<file path="src/verilog/acfsc_cfg.svh">
// Register offsets, field positions, reset values and sizes of the completion flag block
`ifndef ACFSC_CFG_SVH
`define ACFSC_CFG_SVH

// ---------------------------------------------------------------
// Register byte offsets
// ---------------------------------------------------------------
`define ACFSC_OFF_TEST0     12'h000
`define ACFSC_OFF_TEST1     12'h004
`define ACFSC_OFF_FLAGS_HI  12'h008
`define ACFSC_OFF_FLAGS_LO  12'h00c
`define ACFSC_OFF_SEQ_CTL   12'h010
`define ACFSC_OFF_FLAG_CTL  12'h014
`define ACFSC_OFF_IRQ_STAT  12'h018
`define ACFSC_OFF_IRQ_MASK  12'h01c
`define ACFSC_OFF_RES_BASE  12'h040
`define ACFSC_OFF_RES_LAST  12'h07c

// ---------------------------------------------------------------
// Field positions
// ---------------------------------------------------------------
`define ACFSC_BIT_SPECIAL_EN  0
`define ACFSC_BIT_FAST_CLR    0
`define ACFSC_BIT_IRQ_CONV    0
`define ACFSC_BIT_IRQ_RSVD    1

// ---------------------------------------------------------------
// Reset values and sizes
// ---------------------------------------------------------------
`define ACFSC_RST_BYTE     8'h00
`define ACFSC_RST_FLAGS    16'h0000
`define ACFSC_IRQ_W        2
`define ACFSC_NUM_CHAN     16
`define ACFSC_RES_W        10

`endif

</file>
<file path="src/verilog/acfsc_pkg.sv">
// Types shared by the completion flag block
package acfsc_pkg;

  typedef enum logic [0:0] {
    ACFSC_BUS_IDLE = 1'b0,
    ACFSC_BUS_DONE = 1'b1
  } acfsc_bus_state_t;

  typedef enum logic [1:0] {
    ACFSC_REF_HIGH = 2'b00,
    ACFSC_REF_LOW  = 2'b01,
    ACFSC_REF_MID  = 2'b10,
    ACFSC_REF_NONE = 2'b11
  } acfsc_ref_t;

endpackage

</file>
<file path="src/verilog/acfsc_flag_if.sv">
// Signals between the bus side and the completion flag bank
`timescale 1ns/1ps
`default_nettype none

interface acfsc_flag_if #(
  parameter int N = 16
);
  logic [N-1:0] set_vec;
  logic [N-1:0] rd_res_vec;
  logic         seq_clr;
  logic         rd_stat_lo;
  logic         rd_stat_hi;
  logic         fast_clr;
  logic [N-1:0] flags;

  modport ctrl (
    output set_vec,
    output rd_res_vec,
    output seq_clr,
    output rd_stat_lo,
    output rd_stat_hi,
    output fast_clr,
    input  flags
  );

  modport bank (
    input  set_vec,
    input  rd_res_vec,
    input  seq_clr,
    input  rd_stat_lo,
    input  rd_stat_hi,
    input  fast_clr,
    output flags
  );
endinterface

`default_nettype wire

</file>
<file path="src/verilog/acfsc_top.sv">
// APB register block: conversion complete flags, special channel select, test registers
`timescale 1ns/1ps
`default_nettype none
`include "acfsc_cfg.svh"

module acfsc_top #(
  parameter int NCH  = `ACFSC_NUM_CHAN,
  parameter int RESW = `ACFSC_RES_W
) (
  input  wire logic                pclk,
  input  wire logic                presetn,
  input  wire logic                psel,
  input  wire logic                penable,
  input  wire logic                pwrite,
  input  wire logic [11:0]         paddr,
  input  wire logic [31:0]         pwdata,
  input  wire logic [3:0]          pstrb,
  output logic [31:0]              prdata,
  output logic                     pready,
  output logic                     pslverr,
  input  wire logic                special_mode,
  input  wire logic                conv_done,
  input  wire logic [3:0]          conv_pos,
  input  wire logic [NCH*RESW-1:0] result_bank,
  output logic                     seq_start,
  output logic [3:0]               chan_sel,
  output logic                     special_sel,
  output acfsc_pkg::acfsc_ref_t    ref_sel,
  output logic                     chan_reserved,
  output logic [NCH-1:0]           result_read,
  output logic                     irq
);
  import acfsc_pkg::*;

  // ---------------------------------------------------------------
  // Register state
  // ---------------------------------------------------------------
  acfsc_bus_state_t       bus_state_r;
  logic [31:0]            prdata_r;
  logic                   pslverr_r;
  logic [7:0]             test0_r;
  logic [7:0]             test1_r;
  logic [3:0]             chan_sel_r;
  logic                   fast_clr_r;
  logic [`ACFSC_IRQ_W-1:0] irq_stat_r;
  logic [`ACFSC_IRQ_W-1:0] irq_mask_r;
  logic                   irq_r;
  logic                   seq_start_r;
  logic                   special_sel_r;
  acfsc_ref_t             ref_sel_r;
  logic                   chan_reserved_r;
  logic [NCH-1:0]         result_read_r;

  acfsc_flag_if #(.N(NCH)) fif ();

  acfsc_flags #(.N(NCH)) u_flags (
    .pclk    (pclk),
    .presetn (presetn),
    .fif     (fif)
  );

  // ---------------------------------------------------------------
  // Channel decode
  // ---------------------------------------------------------------
  // Returns {reserved, special, ref} for a select code under the enable
  function automatic logic [3:0] chan_decode(input logic en, input logic [3:0] code);
    logic [3:0] r;
    r = {1'b0, 1'b0, ACFSC_REF_NONE};
    if (en) begin
      if (code[3:2] == 2'b01 && code[1:0] != 2'b11) begin
        r = {1'b0, 1'b1, code[1:0]};
      end else begin
        r = {1'b1, 1'b1, ACFSC_REF_NONE};
      end
    end
    return r;
  endfunction

  wire        special_en = test1_r[`ACFSC_BIT_SPECIAL_EN];
  wire [3:0]  dec_now    = chan_decode(special_en, chan_sel_r);

  // ---------------------------------------------------------------
  // APB address decode
  // ---------------------------------------------------------------
  wire        acc        = psel & penable;
  wire        fire       = acc & (bus_state_r == ACFSC_BUS_DONE);
  wire        wr_fire    = fire & pwrite;
  wire        rd_fire    = fire & ~pwrite;
  wire        hit_test0  = paddr == `ACFSC_OFF_TEST0;
  wire        hit_test1  = paddr == `ACFSC_OFF_TEST1;
  wire        hit_hi     = paddr == `ACFSC_OFF_FLAGS_HI;
  wire        hit_lo     = paddr == `ACFSC_OFF_FLAGS_LO;
  wire        hit_seq    = paddr == `ACFSC_OFF_SEQ_CTL;
  wire        hit_fctl   = paddr == `ACFSC_OFF_FLAG_CTL;
  wire        hit_istat  = paddr == `ACFSC_OFF_IRQ_STAT;
  wire        hit_imask  = paddr == `ACFSC_OFF_IRQ_MASK;
  wire        hit_res    = (paddr >= `ACFSC_OFF_RES_BASE) && (paddr <= `ACFSC_OFF_RES_LAST)
                           && (paddr[1:0] == 2'b00);
  wire [3:0]  res_idx    = paddr[5:2];
  wire        mapped     = hit_test0 | hit_test1 | hit_hi | hit_lo | hit_seq | hit_fctl
                           | hit_istat | hit_imask | hit_res;
  wire        lane0      = pstrb[0];

  // ---------------------------------------------------------------
  // Read data selection
  // ---------------------------------------------------------------
  wire [RESW-1:0] res_word = result_bank[res_idx*RESW +: RESW];
  wire [31:0] rd_test0 = {24'h000000, test0_r};
  wire [31:0] rd_test1 = {24'h000000, test1_r};
  wire [31:0] rd_hi    = {24'h000000, fif.flags[15:8]};
  wire [31:0] rd_lo    = {24'h000000, fif.flags[7:0]};
  wire [31:0] rd_seq   = {28'h0000000, chan_sel_r};
  wire [31:0] rd_fctl  = {31'h00000000, fast_clr_r};
  wire [31:0] rd_istat = {30'h00000000, irq_stat_r};
  wire [31:0] rd_imask = {30'h00000000, irq_mask_r};
  wire [31:0] rd_res   = {{(32-RESW){1'b0}}, res_word};
  wire [31:0] rd_mux   = hit_test0 ? rd_test0 :
                         hit_test1 ? rd_test1 :
                         hit_hi    ? rd_hi    :
                         hit_lo    ? rd_lo    :
                         hit_seq   ? rd_seq   :
                         hit_fctl  ? rd_fctl  :
                         hit_istat ? rd_istat :
                         hit_imask ? rd_imask :
                         hit_res   ? rd_res   : 32'h00000000;

  // ---------------------------------------------------------------
  // Flag bank hookup
  // ---------------------------------------------------------------
  wire        seq_wr     = wr_fire & hit_seq;
  wire [15:0] pos_onehot = 16'h0001 << conv_pos;

  assign fif.set_vec    = conv_done ? pos_onehot[NCH-1:0] : {NCH{1'b0}};
  assign fif.seq_clr    = seq_wr;
  assign fif.rd_stat_lo = rd_fire & hit_lo;
  assign fif.rd_stat_hi = rd_fire & hit_hi;
  assign fif.fast_clr   = fast_clr_r;
  assign fif.rd_res_vec = (rd_fire & hit_res) ? (16'h0001 << res_idx) : {NCH{1'b0}};

  // ---------------------------------------------------------------
  // Interrupt events
  // ---------------------------------------------------------------
  wire [`ACFSC_IRQ_W-1:0] irq_evt = {chan_reserved_r & seq_start_r, conv_done};
  wire [`ACFSC_IRQ_W-1:0] irq_w1c = (wr_fire & hit_istat & lane0)
                                    ? pwdata[`ACFSC_IRQ_W-1:0] : {`ACFSC_IRQ_W{1'b0}};
  // Event set wins over a same-cycle write-one clear
  wire [`ACFSC_IRQ_W-1:0] irq_stat_nxt = (irq_stat_r & ~irq_w1c) | irq_evt;

  // ---------------------------------------------------------------
  // Bus handshake: one wait cycle so read data comes from a flop
  // ---------------------------------------------------------------
  always_ff @(posedge pclk or negedge presetn) begin
    if (!presetn) begin
      bus_state_r <= ACFSC_BUS_IDLE;
      prdata_r    <= 32'h00000000;
      pslverr_r   <= 1'b0;
    end else begin
      case (bus_state_r)
        ACFSC_BUS_IDLE: begin
          if (acc) begin
            bus_state_r <= ACFSC_BUS_DONE;
            prdata_r    <= pwrite ? 32'h00000000 : rd_mux;
            pslverr_r   <= ~mapped;
          end
        end
        ACFSC_BUS_DONE: begin
          bus_state_r <= ACFSC_BUS_IDLE;
          pslverr_r   <= 1'b0;
        end
        default: begin
          bus_state_r <= ACFSC_BUS_IDLE;
        end
      endcase
    end
  end

  // ---------------------------------------------------------------
  // Writable registers
  // ---------------------------------------------------------------
  always_ff @(posedge pclk or negedge presetn) begin
    if (!presetn) begin
      test0_r    <= `ACFSC_RST_BYTE;
      test1_r    <= `ACFSC_RST_BYTE;
      chan_sel_r <= 4'h0;
      fast_clr_r <= 1'b0;
      irq_mask_r <= {`ACFSC_IRQ_W{1'b0}};
    end else begin
      // Normal mode leaves this register unimplemented for writes
      if (wr_fire & hit_test0 & lane0 & special_mode) begin
        test0_r <= pwdata[7:0];
      end
      if (wr_fire & hit_test1 & lane0) begin
        test1_r <= pwdata[7:0];
      end
      if (seq_wr & lane0) begin
        chan_sel_r <= pwdata[3:0];
      end
      if (wr_fire & hit_fctl & lane0) begin
        fast_clr_r <= pwdata[`ACFSC_BIT_FAST_CLR];
      end
      if (wr_fire & hit_imask & lane0) begin
        irq_mask_r <= pwdata[`ACFSC_IRQ_W-1:0];
      end
    end
  end

  // ---------------------------------------------------------------
  // Status, interrupt and outputs toward the converter
  // ---------------------------------------------------------------
  always_ff @(posedge pclk or negedge presetn) begin
    if (!presetn) begin
      irq_stat_r      <= {`ACFSC_IRQ_W{1'b0}};
      irq_r           <= 1'b0;
      seq_start_r     <= 1'b0;
      special_sel_r   <= 1'b0;
      ref_sel_r       <= ACFSC_REF_NONE;
      chan_reserved_r <= 1'b0;
      result_read_r   <= {NCH{1'b0}};
    end else begin
      irq_stat_r      <= irq_stat_nxt;
      irq_r           <= |(irq_stat_nxt & irq_mask_r);
      seq_start_r     <= seq_wr;
      special_sel_r   <= dec_now[2];
      ref_sel_r       <= acfsc_ref_t'(dec_now[1:0]);
      chan_reserved_r <= dec_now[3];
      result_read_r   <= fif.rd_res_vec;
    end
  end

  assign prdata        = prdata_r;
  assign pready        = bus_state_r == ACFSC_BUS_DONE;
  assign pslverr       = pslverr_r;
  assign seq_start     = seq_start_r;
  assign chan_sel      = chan_sel_r;
  assign special_sel   = special_sel_r;
  assign ref_sel       = ref_sel_r;
  assign chan_reserved = chan_reserved_r;
  assign result_read   = result_read_r;
  assign irq           = irq_r;
endmodule

`default_nettype wire

</file>
<file path="src/verilog/acfsc_flags.sv">
// Bank of conversion complete flags with their read-based clear tracking
`timescale 1ns/1ps
`default_nettype none

module acfsc_flags #(
  parameter int N = 16
) (
  input  wire logic   pclk,
  input  wire logic   presetn,
  acfsc_flag_if.bank  fif
);
  import acfsc_pkg::*;

  logic [N-1:0] flag_r;
  logic [N-1:0] arm_r;
  logic [N-1:0] flag_nxt;
  logic [N-1:0] arm_nxt;

  assign fif.flags = flag_r;

  genvar i;
  generate
    for (i = 0; i < N; i = i + 1) begin : g_flag
      // Low half is seen through the low status register, high half through the high one
      wire stat_rd = (i < N/2) ? fif.rd_stat_lo : fif.rd_stat_hi;
      // Without fast clear the status read must come first; it arms the flag
      wire rd_clr  = fif.rd_res_vec[i] & (fif.fast_clr | arm_r[i]);
      assign flag_nxt[i] = fif.seq_clr    ? 1'b0 :
                           fif.set_vec[i] ? 1'b1 :
                           rd_clr         ? 1'b0 : flag_r[i];
      assign arm_nxt[i]  = fif.seq_clr           ? 1'b0 :
                           (stat_rd & flag_r[i]) ? 1'b1 :
                           rd_clr                ? 1'b0 : arm_r[i];
    end
  endgenerate

  // One process owns both vectors so no bit has two writers
  always_ff @(posedge pclk or negedge presetn) begin
    if (!presetn) begin
      flag_r <= {N{1'b0}};
      arm_r  <= {N{1'b0}};
    end else begin
      flag_r <= flag_nxt;
      arm_r  <= arm_nxt;
    end
  end
endmodule

`default_nettype wire

</file>
<file path="config.mk">
export PLATFORM = sky130hd
export DESIGN_NAME = acfsc_top
export DESIGN_NICKNAME = d
export VERILOG_FILES = /design/src/verilog/acfsc_pkg.sv /design/src/verilog/acfsc_flag_if.sv /design/src/verilog/acfsc_top.sv /design/src/verilog/acfsc_flags.sv
export VERILOG_INCLUDE_DIRS = /design/src /design/src/verilog
export SDC_FILE = /design/constraint.sdc
export NUM_CORES = 1
export LEC_CHECK = 0
export ABC_AREA = 1
export BUFFER_PORTS_ARGS = -buffer_cell sky130_fd_sc_hd__buf_2
export CAP_MARGIN = 25
export CORE_ASPECT_RATIO = 0.9
export CORE_MARGIN = 4
export CORE_UTILIZATION = 43
export DETAILED_ROUTE_END_ITERATION = 6
export HOLD_SLACK_MARGIN = 0.06
export PLACE_DENSITY = 0.75
export SETUP_SLACK_MARGIN = 0.4
export SLEW_MARGIN = 25
export SYNTH_ARGS = -nofsm -noshare
export SYNTH_HDL_FRONTEND = slang
export SYNTH_SLANG_ARGS = --single-unit
</file>
<file path="constraint.sdc">
create_clock -name pclk -period 2.3 [get_ports pclk]
set_input_delay 0.115 -clock pclk [delete_from_list [all_inputs] [get_ports pclk]]
set_output_delay 0.115 -clock pclk [all_outputs]
set_load 0.03 [all_outputs]
</file>
### Word-level counts from Yosys, hierarchy flattened

Index checks and enable logic that the tools add are counted.

* register bits: 113
* bits of input ports: 219

* $mul: 1
* equal/unequal tests: 10
* $lt $le $gt $ge: 2
* multiplexer cells: 99
* bitwise operators: 84
* shift operators: 3
* reduce and logical (&&, ||, !) cells: 39

Operators by type and width (number)
* 160-bit by 9-bit indexed part select with 10-bit output: 1
* 10-bit 2-to-1 mux: 10
* 3-bit nonzero test: 32
* 1-bit 2-to-1 mux: 82
* 1-bit AND: 53
* 12-bit by 5-bit == test with 1-bit output, second input constant: 4
* 16-bit 2-to-1 mux: 2
* 1-bit by 4-bit left shift with 16-bit output, first input constant: 2
* 12-bit by 4-bit == test with 1-bit output, second input constant: 2
* 1-bit OR: 24
* 12-bit by 3-bit == test with 1-bit output, second input constant: 1
* 12-bit by 7-bit >= comparator with 1-bit output, second input constant: 1
* 12-bit by 7-bit <= comparator with 1-bit output, second input constant: 1
* 12-bit logical NOT: 1
* 4-bit 2-to-1 mux: 2
* 4-bit by 3-bit multiplier with 7-bit output, second input constant: 1
* 2-bit AND: 2
* 2-bit != test, second input constant: 2
* 1-bit case mux with 2 select lines: 2
* 1-bit logical AND: 3
* 1-bit NOT: 3
* 2-bit by 1-bit == test with 1-bit output, second input constant: 1
* 2-bit logical NOT: 1
* 2-bit 2-to-1 mux: 1
* other kinds (4): 4

### Logic depth before layout (Yosys ltp)

Gate-level depths: netlist of the first run.

* word-level depth: 13
* mapped depth: 19
* mapped depth without buffers: 18

### Modules after synthesis

From an unflattened synthesis of the first run, not the netlist that was laid out.

* cell total of the unflattened synthesis: 817
* area total of the unflattened synthesis: 5751.8 um^2

Modules (own cells, without submodules)
* acfsc_top: seq. area each 1478.9 um^2, times used 1, area each 4275.4 um^2, cells each 632
* acfsc_flags: seq. area each 800.8 um^2, times used 1, area each 1476.4 um^2, cells each 185

### Worst setup path before layout of the first run

Ideal clock, no wire load.

* path kind: register to register
* start point: register bus_state_r (netlist: pready)
* end point: register u_flags.flag_r[14] (netlist: u_flags.fif.flags[14])
* library setup time: 0.120 ns
* period minus slack after synthesis: 1.888 ns
* required time: 2.180 ns
* slack: 0.412 ns
* data arrival time: 1.767 ns
* stages on the path, launching flop included: 11
* path through: dfrtp_1 -> inv_1 -> nor3_1 -> inv_2 -> nor3_2 -> inv_1 -> buf_2 -> nor2_4 -> o21ai_1 -> nand2_1 -> a21oi_1

* word-level cells in the longest chain between the ends: 6
* elaborated cells on any way between the ends: 9
* those cells by class: mux (2); bitwise (6); reduce/logical (1)

Ends and longest elaborated chain
* start, declared: line acfsc_top.sv:38 `acfsc_bus_state_t bus_state_r;`
* start signal, assigned: line acfsc_top.sv:154 `bus_state_r <= ACFSC_BUS_IDLE;`
* start signal, assigned: line acfsc_top.sv:161 `bus_state_r <= ACFSC_BUS_DONE;`
* start signal, assigned: line acfsc_top.sv:167 `bus_state_r <= ACFSC_BUS_IDLE;`
* 1-bit AND: line acfsc_top.sv:86 `wire fire = acc & (bus_state_r == ACFSC_BUS_DONE);`
* 1-bit AND: line acfsc_top.sv:88 `wire rd_fire = fire & ~pwrite;`
* 1-bit AND: line acfsc_top.sv:138 `assign fif.rd_res_vec = (rd_fire & hit_res) ? (16'h0001 << res_idx) : {NCH{1'b0}};`
* 16-bit 2-to-1 mux: line acfsc_top.sv:138
* via fif.rd_res_vec[14]: line acfsc_flag_if.sv:9 `logic [N-1:0] rd_res_vec;`
* 1-bit AND: line acfsc_flags.sv:27 `wire rd_clr = fif.rd_res_vec[i] & (fif.fast_clr | arm_r[i]);`
* 3-bit nonzero test (no source line)
* end signal, assigned: line acfsc_flags.sv:40 `flag_r <= {N{1'b0}};`
* end signal, assigned: line acfsc_flags.sv:43 `flag_r <= flag_nxt;`
* end, declared: line acfsc_flags.sv:14 `logic [N-1:0] flag_r;`

The timed path passes the listed nets, and every way through them passes these cells.
A chain may end at the register's enable or synchronous reset.

### Final worst setup path of the first run

* start point: register fast_clr_r
* end point: register u_flags.flag_r[3] (netlist: u_flags.fif.flags[3])

* word-level cells in the longest chain between the ends: 3

Ends and longest elaborated chain
* start, declared: line acfsc_top.sv:44 `logic fast_clr_r;`
* start signal, assigned: line acfsc_top.sv:199 `` fast_clr_r <= pwdata[`ACFSC_BIT_FAST_CLR]; ``
* 1-bit OR: line acfsc_flags.sv:27
* 1-bit AND: line acfsc_flags.sv:27
* 3-bit nonzero test (no source line)

No other way between the ends.

==> impl_metrics.json, run 1 <==
{
  "whs_ns": 0.0797,
  "rr_worst_depth": 4,
  "dp.cells": 1175,
  "hold_end": "fast_clr_r$_DFFE_PN0P_",
  "row_count": 39,
  "clock-sinks": 91,
  "core-area_um2": 12900,
  "slew_violations": 0,
  "cts.htree.levels": 3,
  "totalWireLength_um": 20100,
  "r2r_end": "u_flags.fif.flags[3]$_DFFE_PN0P_",
  "layout.nets": 1248,
  "hold_viol_final": 0,
  "startpoint_type": "flop",
  "vdd_drop_max_mv": 0.352,
  "hold_start": "pstrb[0]",
  "ant_nets": 0,
  "final_cells": 1199,
  "drt_drc_violations_left": 0,
  "grt_pass1_vias": 5673,
  "finalCritPeriodShare_pct": 77.2,
  "critical_path_required_ns": 2.53,
  "synth-seq-cells": 91,
  "worstSetupStartpoint": "fast_clr_r$_DFFE_PN0P_",
  "fillCellCount": 1230,
  "drt_iter0_drc": 612,
  "total_power_mw": 3.83,
  "drv_cap": 0,
  "via_count": 6311,
  "critPathMaxStageDelay_ns": 0.61,
  "syn_avg_cell_area_um2": 7.24,
  "r2r-start": "fast_clr_r$_DFFE_PN0P_",
  "cts_root_buf": "clkbuf_16",
  "end_kind": "flop",
  "grt_max_degree": 49,
  "outcome": "finished clean",
  "synth-seq-area-share_pct": 39.4,
  "syn_inst": 800,
  "power.density_nw_per_um2": 514,
  "die_h_um": 118,
  "worstSkewPairLatency_ns": 0.35,
  "drive_gt1_share_pct": 29.3,
  "crit_family": "flip-flops",
  "crit_path_max_fanout": 10,
  "fin_skew_ns": 0.00940,
  "cts_buffer_depth": 2,
  "viasPerCell": 5.26,
  "synth_cell_types": 41,
  "grt_pass1_wl_um": 30000,
  "start_util_pct": 44.8,
  "rsz0062_at_grt": "no",
  "first_pass_iters": 5,
  "cp_slowest_cell": "dfrtp_1",
  "cts_tree": "built",
  "finalSetupTns_ns": 0,
  "ys_warn_count": 0,
  "hold_depth": 3,
  "pin_count": 279,
  "rrSetupSlack_ns": 0.52,
  "die-area_um2": 15400,
  "areaGrowthSynthToFinish_pct": 28.7,
  "fmax_mhz": 563,
  "critPathKind": "reg2reg",
  "wl_per_cell_um": 16.8,
  "layout_min_cycle_time_ns": 1.78,
  "cts_buffers": 9,
  "antenna_found_initial": 1,
  "place_congestion": 0.910,
  "portBuffers": 229,
  "hp-class": "in2reg",
  "gr-total-overflow": 0,
  "max_slew_margin_pct": 59.0,
  "power.leakage_nw": 3.93,
  "setup_viol": 0,
  "path_cells": "clkinv_1 -> a21oi_1 -> a2bb2oi_1 -> nor2_1",
  "hpwl_um": 15500,
  "grt_usage_pct": 25.0,
  "clk_pin_slew_worst_paths_ns": 0.07,
  "path_buf_inv": 1,
  "tightest_slew_ns": 0.612,
  "worstPathArrival_ns": 2.01,
  "syn-cell-area_um2": 5790,
  "die_x_um": 130
}
-- cells in the final DEF (no fill, tap or decap), drive strengths merged, types with 6 or more instances in the layout --
cell type | synthesis | routed
buf | 47 | 243
nand2 | 181 | 181
nor2 | 111 | 111
inv | 97 | 98
dfrtp | 89 | 89
o21ai | 85 | 85
o22ai | 45 | 45
a21oi | 28 | 28
nand3 | 28 | 28
nor3 | 24 | 24
conb | 1 | 22
clkbuf | 5 | 10
o31ai | 8 | 8
o32ai | 7 | 7
a2bb2oi | 7 | 7
o221ai | 6 | 6
dlygate4sd3 | 0 | 6
-- sequential cells by signal (all words and copies together), names as in the netlist --
register           cells
chan_reserved          1
chan_sel               4
fast_clr_r             1
irq                    1
irq_mask_r             2
irq_stat_r             2
prdata                10
pready                 1
pslverr                1
ref_sel                2
result_read           16
seq_start              1
special_sel            1
test0_r                8
test1_r                8
u_flags.arm_r         16
u_flags.fif.flags     16
-- metal layers --
metal	up-vias	global-route usage [%]	wire length [µm]
li1	3080	-	-
met1	2915	36.3	8840
met2	286	38.6	9130
met3	30	4.76	1730
met4	0	5.65	381
met5	-	0	0
-- worst min-delay path: cells and delay by family --
| kind | cells | cell delay, ns |
|---|---|---|
| buffers and inverters | 1 | 0.12 |
| AND/OR/NAND/NOR | 1 | 0.09 |
| AO/OA/AOI/OAI | 1 | 0.07 |
-- cell type report --
| type | count | area [µm²] | area share, % |
|---|---|---|---|
| repair buffers | 249 | 1380 | 18.5 |
| multi-input cells | 579 | 2890 | 38.8 |
| clock inverters | 6 | 73.8 | 0.991 |
| well taps | 164 | 205 | 2.75 |
| diodes | 1 | 2.50 | 0.0336 |
| inverters | 99 | 382 | 5.12 |
| flip-flops and latches | 91 | 2280 | 30.6 |
| clock buffers | 10 | 239 | 3.21 |
-- cell families (layout without fill, tap and decap cells) --
family | after synthesis | after routing | share of synthesized area (%)
AO/OA/AOI/OAI | 199 | 199 | 20.6
other | 1 | 23 | 0.0648
flip-flops | 91 | 91 | 39.4
AND/OR/NAND/NOR | 358 | 358 | 27.7
buffers and inverters | 151 | 364 | 12.3
-- worst max path at each step --
stage                                   endpoint  slack (ns)  cells after the start
4_1_cts         u_flags.fif.flags[3]$_DFFE_PN0P_        0.42                      8
6_report        u_flags.fif.flags[3]$_DFFE_PN0P_        0.52                      4
3_5_place_dp   u_flags.fif.flags[10]$_DFFE_PN0P_        0.21                      9
2_1_floorplan  u_flags.fif.flags[14]$_DFFE_PN0P_        0.41                     10
5_1_grt         u_flags.fif.flags[3]$_DFFE_PN0P_        0.40                      8
3_3_place_gp   u_flags.fif.flags[11]$_DFFE_PN0P_        0.26                      9
-- synthesized netlist by cell type --
master / n / area share [%]
nand2_1: 175 / 11
nor2_1: 99 / 6.4
dfrtp_1: 89 / 38
inv_1: 85 / 5.5
o21ai_0: 76 / 6.6
o22ai_1: 45 / 4.9
buf_4: 29 / 3.8
a21oi_1: 28 / 2.4
nand3_1: 27 / 2.3
nor3_1: 23 / 2.0
buf_2: 15 / 1.3
nor2_4: 10 / 1.9
o21ai_1: 9 / 0.78
inv_2: 8 / 0.52
o31ai_1: 8 / 1.0
a2bb2oi_1: 7 / 1.1
o32ai_1: 7 / 1.1
o221ai_1: 6 / 0.91
clkbuf_1: 5 / 0.32
nand2_2: 5 / 0.54
o22a_1: 5 / 0.76
or2_2: 5 / 0.54
inv_4: 4 / 0.43
nand3b_1: 4 / 0.52
a22o_1: 3 / 0.45
nand4_1: 3 / 0.32
buf_1: 2 / 0.13
clkinv_1: 2 / 0.13
dfstp_2: 2 / 0.91
o2111ai_1: 2 / 0.30
o21a_1: 2 / 0.26
a31oi_1: 1 / 0.11
buf_6: 1 / 0.19
conb_1: 1 / 0.065
nand2_4: 1 / 0.19
nand3_2: 1 / 0.17
nand4_4: 1 / 0.37
nor2_2: 1 / 0.11
nor2_8: 1 / 0.35
nor3_2: 1 / 0.17
nor4_4: 1 / 0.37
-- where the power goes --
part	internal [mW]	total, mW	leakage [nW]	switching [mW]
Clock	0.883	1.53	0.147	0.644
Sequential	1.63	1.67	1.14	0.0322
Combinational	0.254	0.639	2.64	0.385
-- per-stage QoR --
stage	setup WS, ns	util, %	cell area (µm²)
floorplan	0.412	-	5870
global placement	0.264	54.5	7050
detailed placement	0.205	54.5	7050
CTS	0.419	57.5	7430
global route	0.402	57.6	7450
finish	0.524	57.6	7450
-- what timing repair did --
item	CTS	global route
pin swaps	0	2
buffers inserted	0	1
hold endpoints to repair	96	0
hold buffers	6	0
endpoints found under the setup margin	23	23
gates resized for setup	2	2
Power figures use the tool's default switching activity.
==> inputs of run 2 (changes only) <==
--- a/config.mk
+++ b/config.mk
@@ -14,7 +14,7 @@
 export CORE_UTILIZATION = 43
 export DETAILED_ROUTE_END_ITERATION = 6
 export HOLD_SLACK_MARGIN = 0.06
-export PLACE_DENSITY = 0.75
+export PLACE_DENSITY = 0.78
 export SETUP_SLACK_MARGIN = 0.4
 export SLEW_MARGIN = 25
 export SYNTH_ARGS = -nofsm -noshare
==> constraint.sdc (replaced) <==
create_clock -name pclk -period 1.48 [get_ports pclk]
set_input_delay 0.074 -clock pclk [delete_from_list [all_inputs] [get_ports pclk]]
set_output_delay 0.074 -clock pclk [all_outputs]
set_load 0.03 [all_outputs]
==> impl_metrics.json, run 2 (synthesized netlist as in run 1, its figures left out) <==
{
  "core-area_um2": 12900,
  "endpoint": "u_flags.fif.flags[1]$_DFFE_PN0P_",
  "grt_pass1_wl_um": 36500,
  "power.density_nw_per_um2": 669,
  "seqPwrFrac_pct": 41.7,
  "fin_area_um2": 9330,
  "first_pass_iters": 5,
  "pin_count": 279,
  "cts_buffers": 9,
  "switchingPower_mw": 1.92,
  "clk_pin_slew_worst_paths_ns": 0.07,
  "start_util_pct": 44.8,
  "grt_pass1_vias": 6915,
  "cts.htree.levels": 3,
  "place_ws_ns": -0.306,
  "power_frac_comb_pct": 21.6,
  "rrSetupSlack_ns": -0.28,
  "worstPathArrival_ns": 2.00,
  "finalSetupTns_ns": -6.49,
  "wl_per_cell_um": 19.1,
  "layout.nets": 1381,
  "worstSkewPairLatency_ns": 0.35,
  "drive_gt1_share_pct": 47.0,
  "portBuffers": 229,
  "clockPowerShare_pct": 36.8,
  "grt_usage_pct": 30.8,
  "critPathKind": "reg2reg",
  "hp-class": "in2reg",
  "cts_root_buf": "clkbuf_16",
  "place_congestion": 0.880,
  "setup_viol": 61,
  "cts_tree": "built",
  "multiInputGateArea_um2": 3500,
  "fillCellCount": 935,
  "viasPerCell": 5.53,
  "slew_violations": 0,
  "fin_skew_ns": 0.00813,
  "r2r_end": "u_flags.fif.flags[1]$_DFFE_PN0P_",
  "cts_buffer_depth": 2,
  "fmax_mhz": 568,
  "via_count": 7377,
  "violations": "negative setup slack",
  "drv_cap": 0,
  "rr_worst_depth": 9,
  "r2r-start": "pready$_DFF_PN0_",
  "antenna_found_initial": 3,
  "critical_path_required_ns": 1.72,
  "power.leakage_nw": 4.82,
  "vdd_drop_max_mv": 0.576,
  "ant_nets": 0,
  "end_kind": "flop",
  "outcome": "complete, but fails checks",
  "totalWireLength_um": 25500,
  "gr-total-overflow": 0,
  "rsz0062_at_grt": "yes",
  "row_count": 39,
  "sw_frac_of_total_pct": 30.7,
  "worstSetupStartpoint": "pready$_DFF_PN0_",
  "startpoint_type": "flop",
  "total_power_mw": 6.24,
  "crit_path_max_fanout": 4,
  "drt_drc_violations_left": 0,
  "clock-sinks": 91,
  "mostFrequentLayoutCells": "buf_2 (218), nand2_1 (142), buf_4 (111)",
  "areaGrowthSynthToFinish_pct": 61.2,
  "die_h_um": 118,
  "hold_viol_final": 0,
  "seq_area_um2": 2280,
  "finalCritPeriodShare_pct": 119,
  "die_x_um": 130,
  "intPower_mw": 4.32,
  "drt_iter0_drc": 786,
  "placed_area_um2": 7850,
  "fin_ws_ns": -0.279,
  "grt_max_degree": 31,
  "layout_min_cycle_time_ns": 1.76,
  "die-area_um2": 15400,
  "hpwl_um": 17700,
  "mostFrequentLayoutCell": "buf_2"
}
run 2: changes by cell type in the layout (fill, tap and decap cells not counted), sizes merged, moves of 2 or more:
| cell | change |
|---|---|
| bufbuf | +2 |
| diode | +2 |
| buf | +124 |
| inv | +4 |
| dlygate4sd3 | +3 |
run 2: through the flow:
step / util, % / hold WS, ns / cells
after floorplan: - / -0.222 / 821
after global placement: 60.7 / 0.0355 / 1260
after detailed placement: 60.7 / 0.0367 / 1260
after CTS: 69.4 / 0.0656 / 1319
after global routing: 72.2 / 0.0980 / 1334
final: 72.2 / 0.0973 / 1334
run 2: power groups by stage:
stage	Sequential, mW	Clock [mW]	Combinational (mW)
final	2.60	2.30	1.34
after global routing	2.60	2.44	1.44
after global placement	2.63	0	1.09
after CTS	2.59	2.29	1.26
after floorplan	2.63	0	0.563
after detailed placement	2.64	0	1.10
run 2: worst min path at each step:
stage | start | end | cells past startpoint
4_1_cts | conv_pos[2] | u_flags.fif.flags[9]$_DFFE_PN0P_ | 4
3_3_place_gp | presetn | result_read[14]$_DFF_PN0_ | 1
6_report | special_mode | test0_r[3]$_DFFE_PN0P_ | 3
3_5_place_dp | presetn | result_read[4]$_DFF_PN0_ | 1
5_1_grt | conv_pos[0] | u_flags.fif.flags[8]$_DFFE_PN0P_ | 4
2_1_floorplan | presetn | chan_reserved$_DFF_PN0_ | 0
run 2: final cells by class:
cell class | count | share of cell area [%]
Multi-Input combinational cell | 582 | 37.5
Timing Repair Buffer | 378 | 28.1
Sequential cell | 91 | 24.5
Inverter | 99 | 4.41
Clock buffer | 9 | 2.41
Tap cell | 164 | 2.20
Clock inverter | 7 | 0.711
Timing Repair inverter | 1 | 0.0939
Antenna cell | 3 | 0.0805
run 2: per-layer routing:
metal  global-route usage [%]  vias to the layer above  wire length, µm
met2                     49.4                      499            12300
met4                     9.68                        0              811
li1                         -                     3367                -
met5                        0                        -                0
met3                     8.30                       66             2660
met1                     40.1                     3445             9720
run 2: worst max-delay path, stage by stage (launching register included):
cell	delay, ns
dfrtp_2	0.39
inv_4	0.04
nor3_4	0.27
inv_2	0.14
buf_6	0.15
nor2_4	0.16
nand3_2	0.11
a21oi_4	0.17
a2bb2oi_2	0.15
nor2_1	0.07
run 2: what timing repair did:
item / in CTS / in global routing
endpoints found under the setup margin: 92 / 92
hold buffers: 9 / 0
pin swaps: 39 / 21
endpoints found under the hold margin: 96 / 0
resized for setup: 121 / 82
buffers inserted: 25 / 12
cloned: 9 / 0
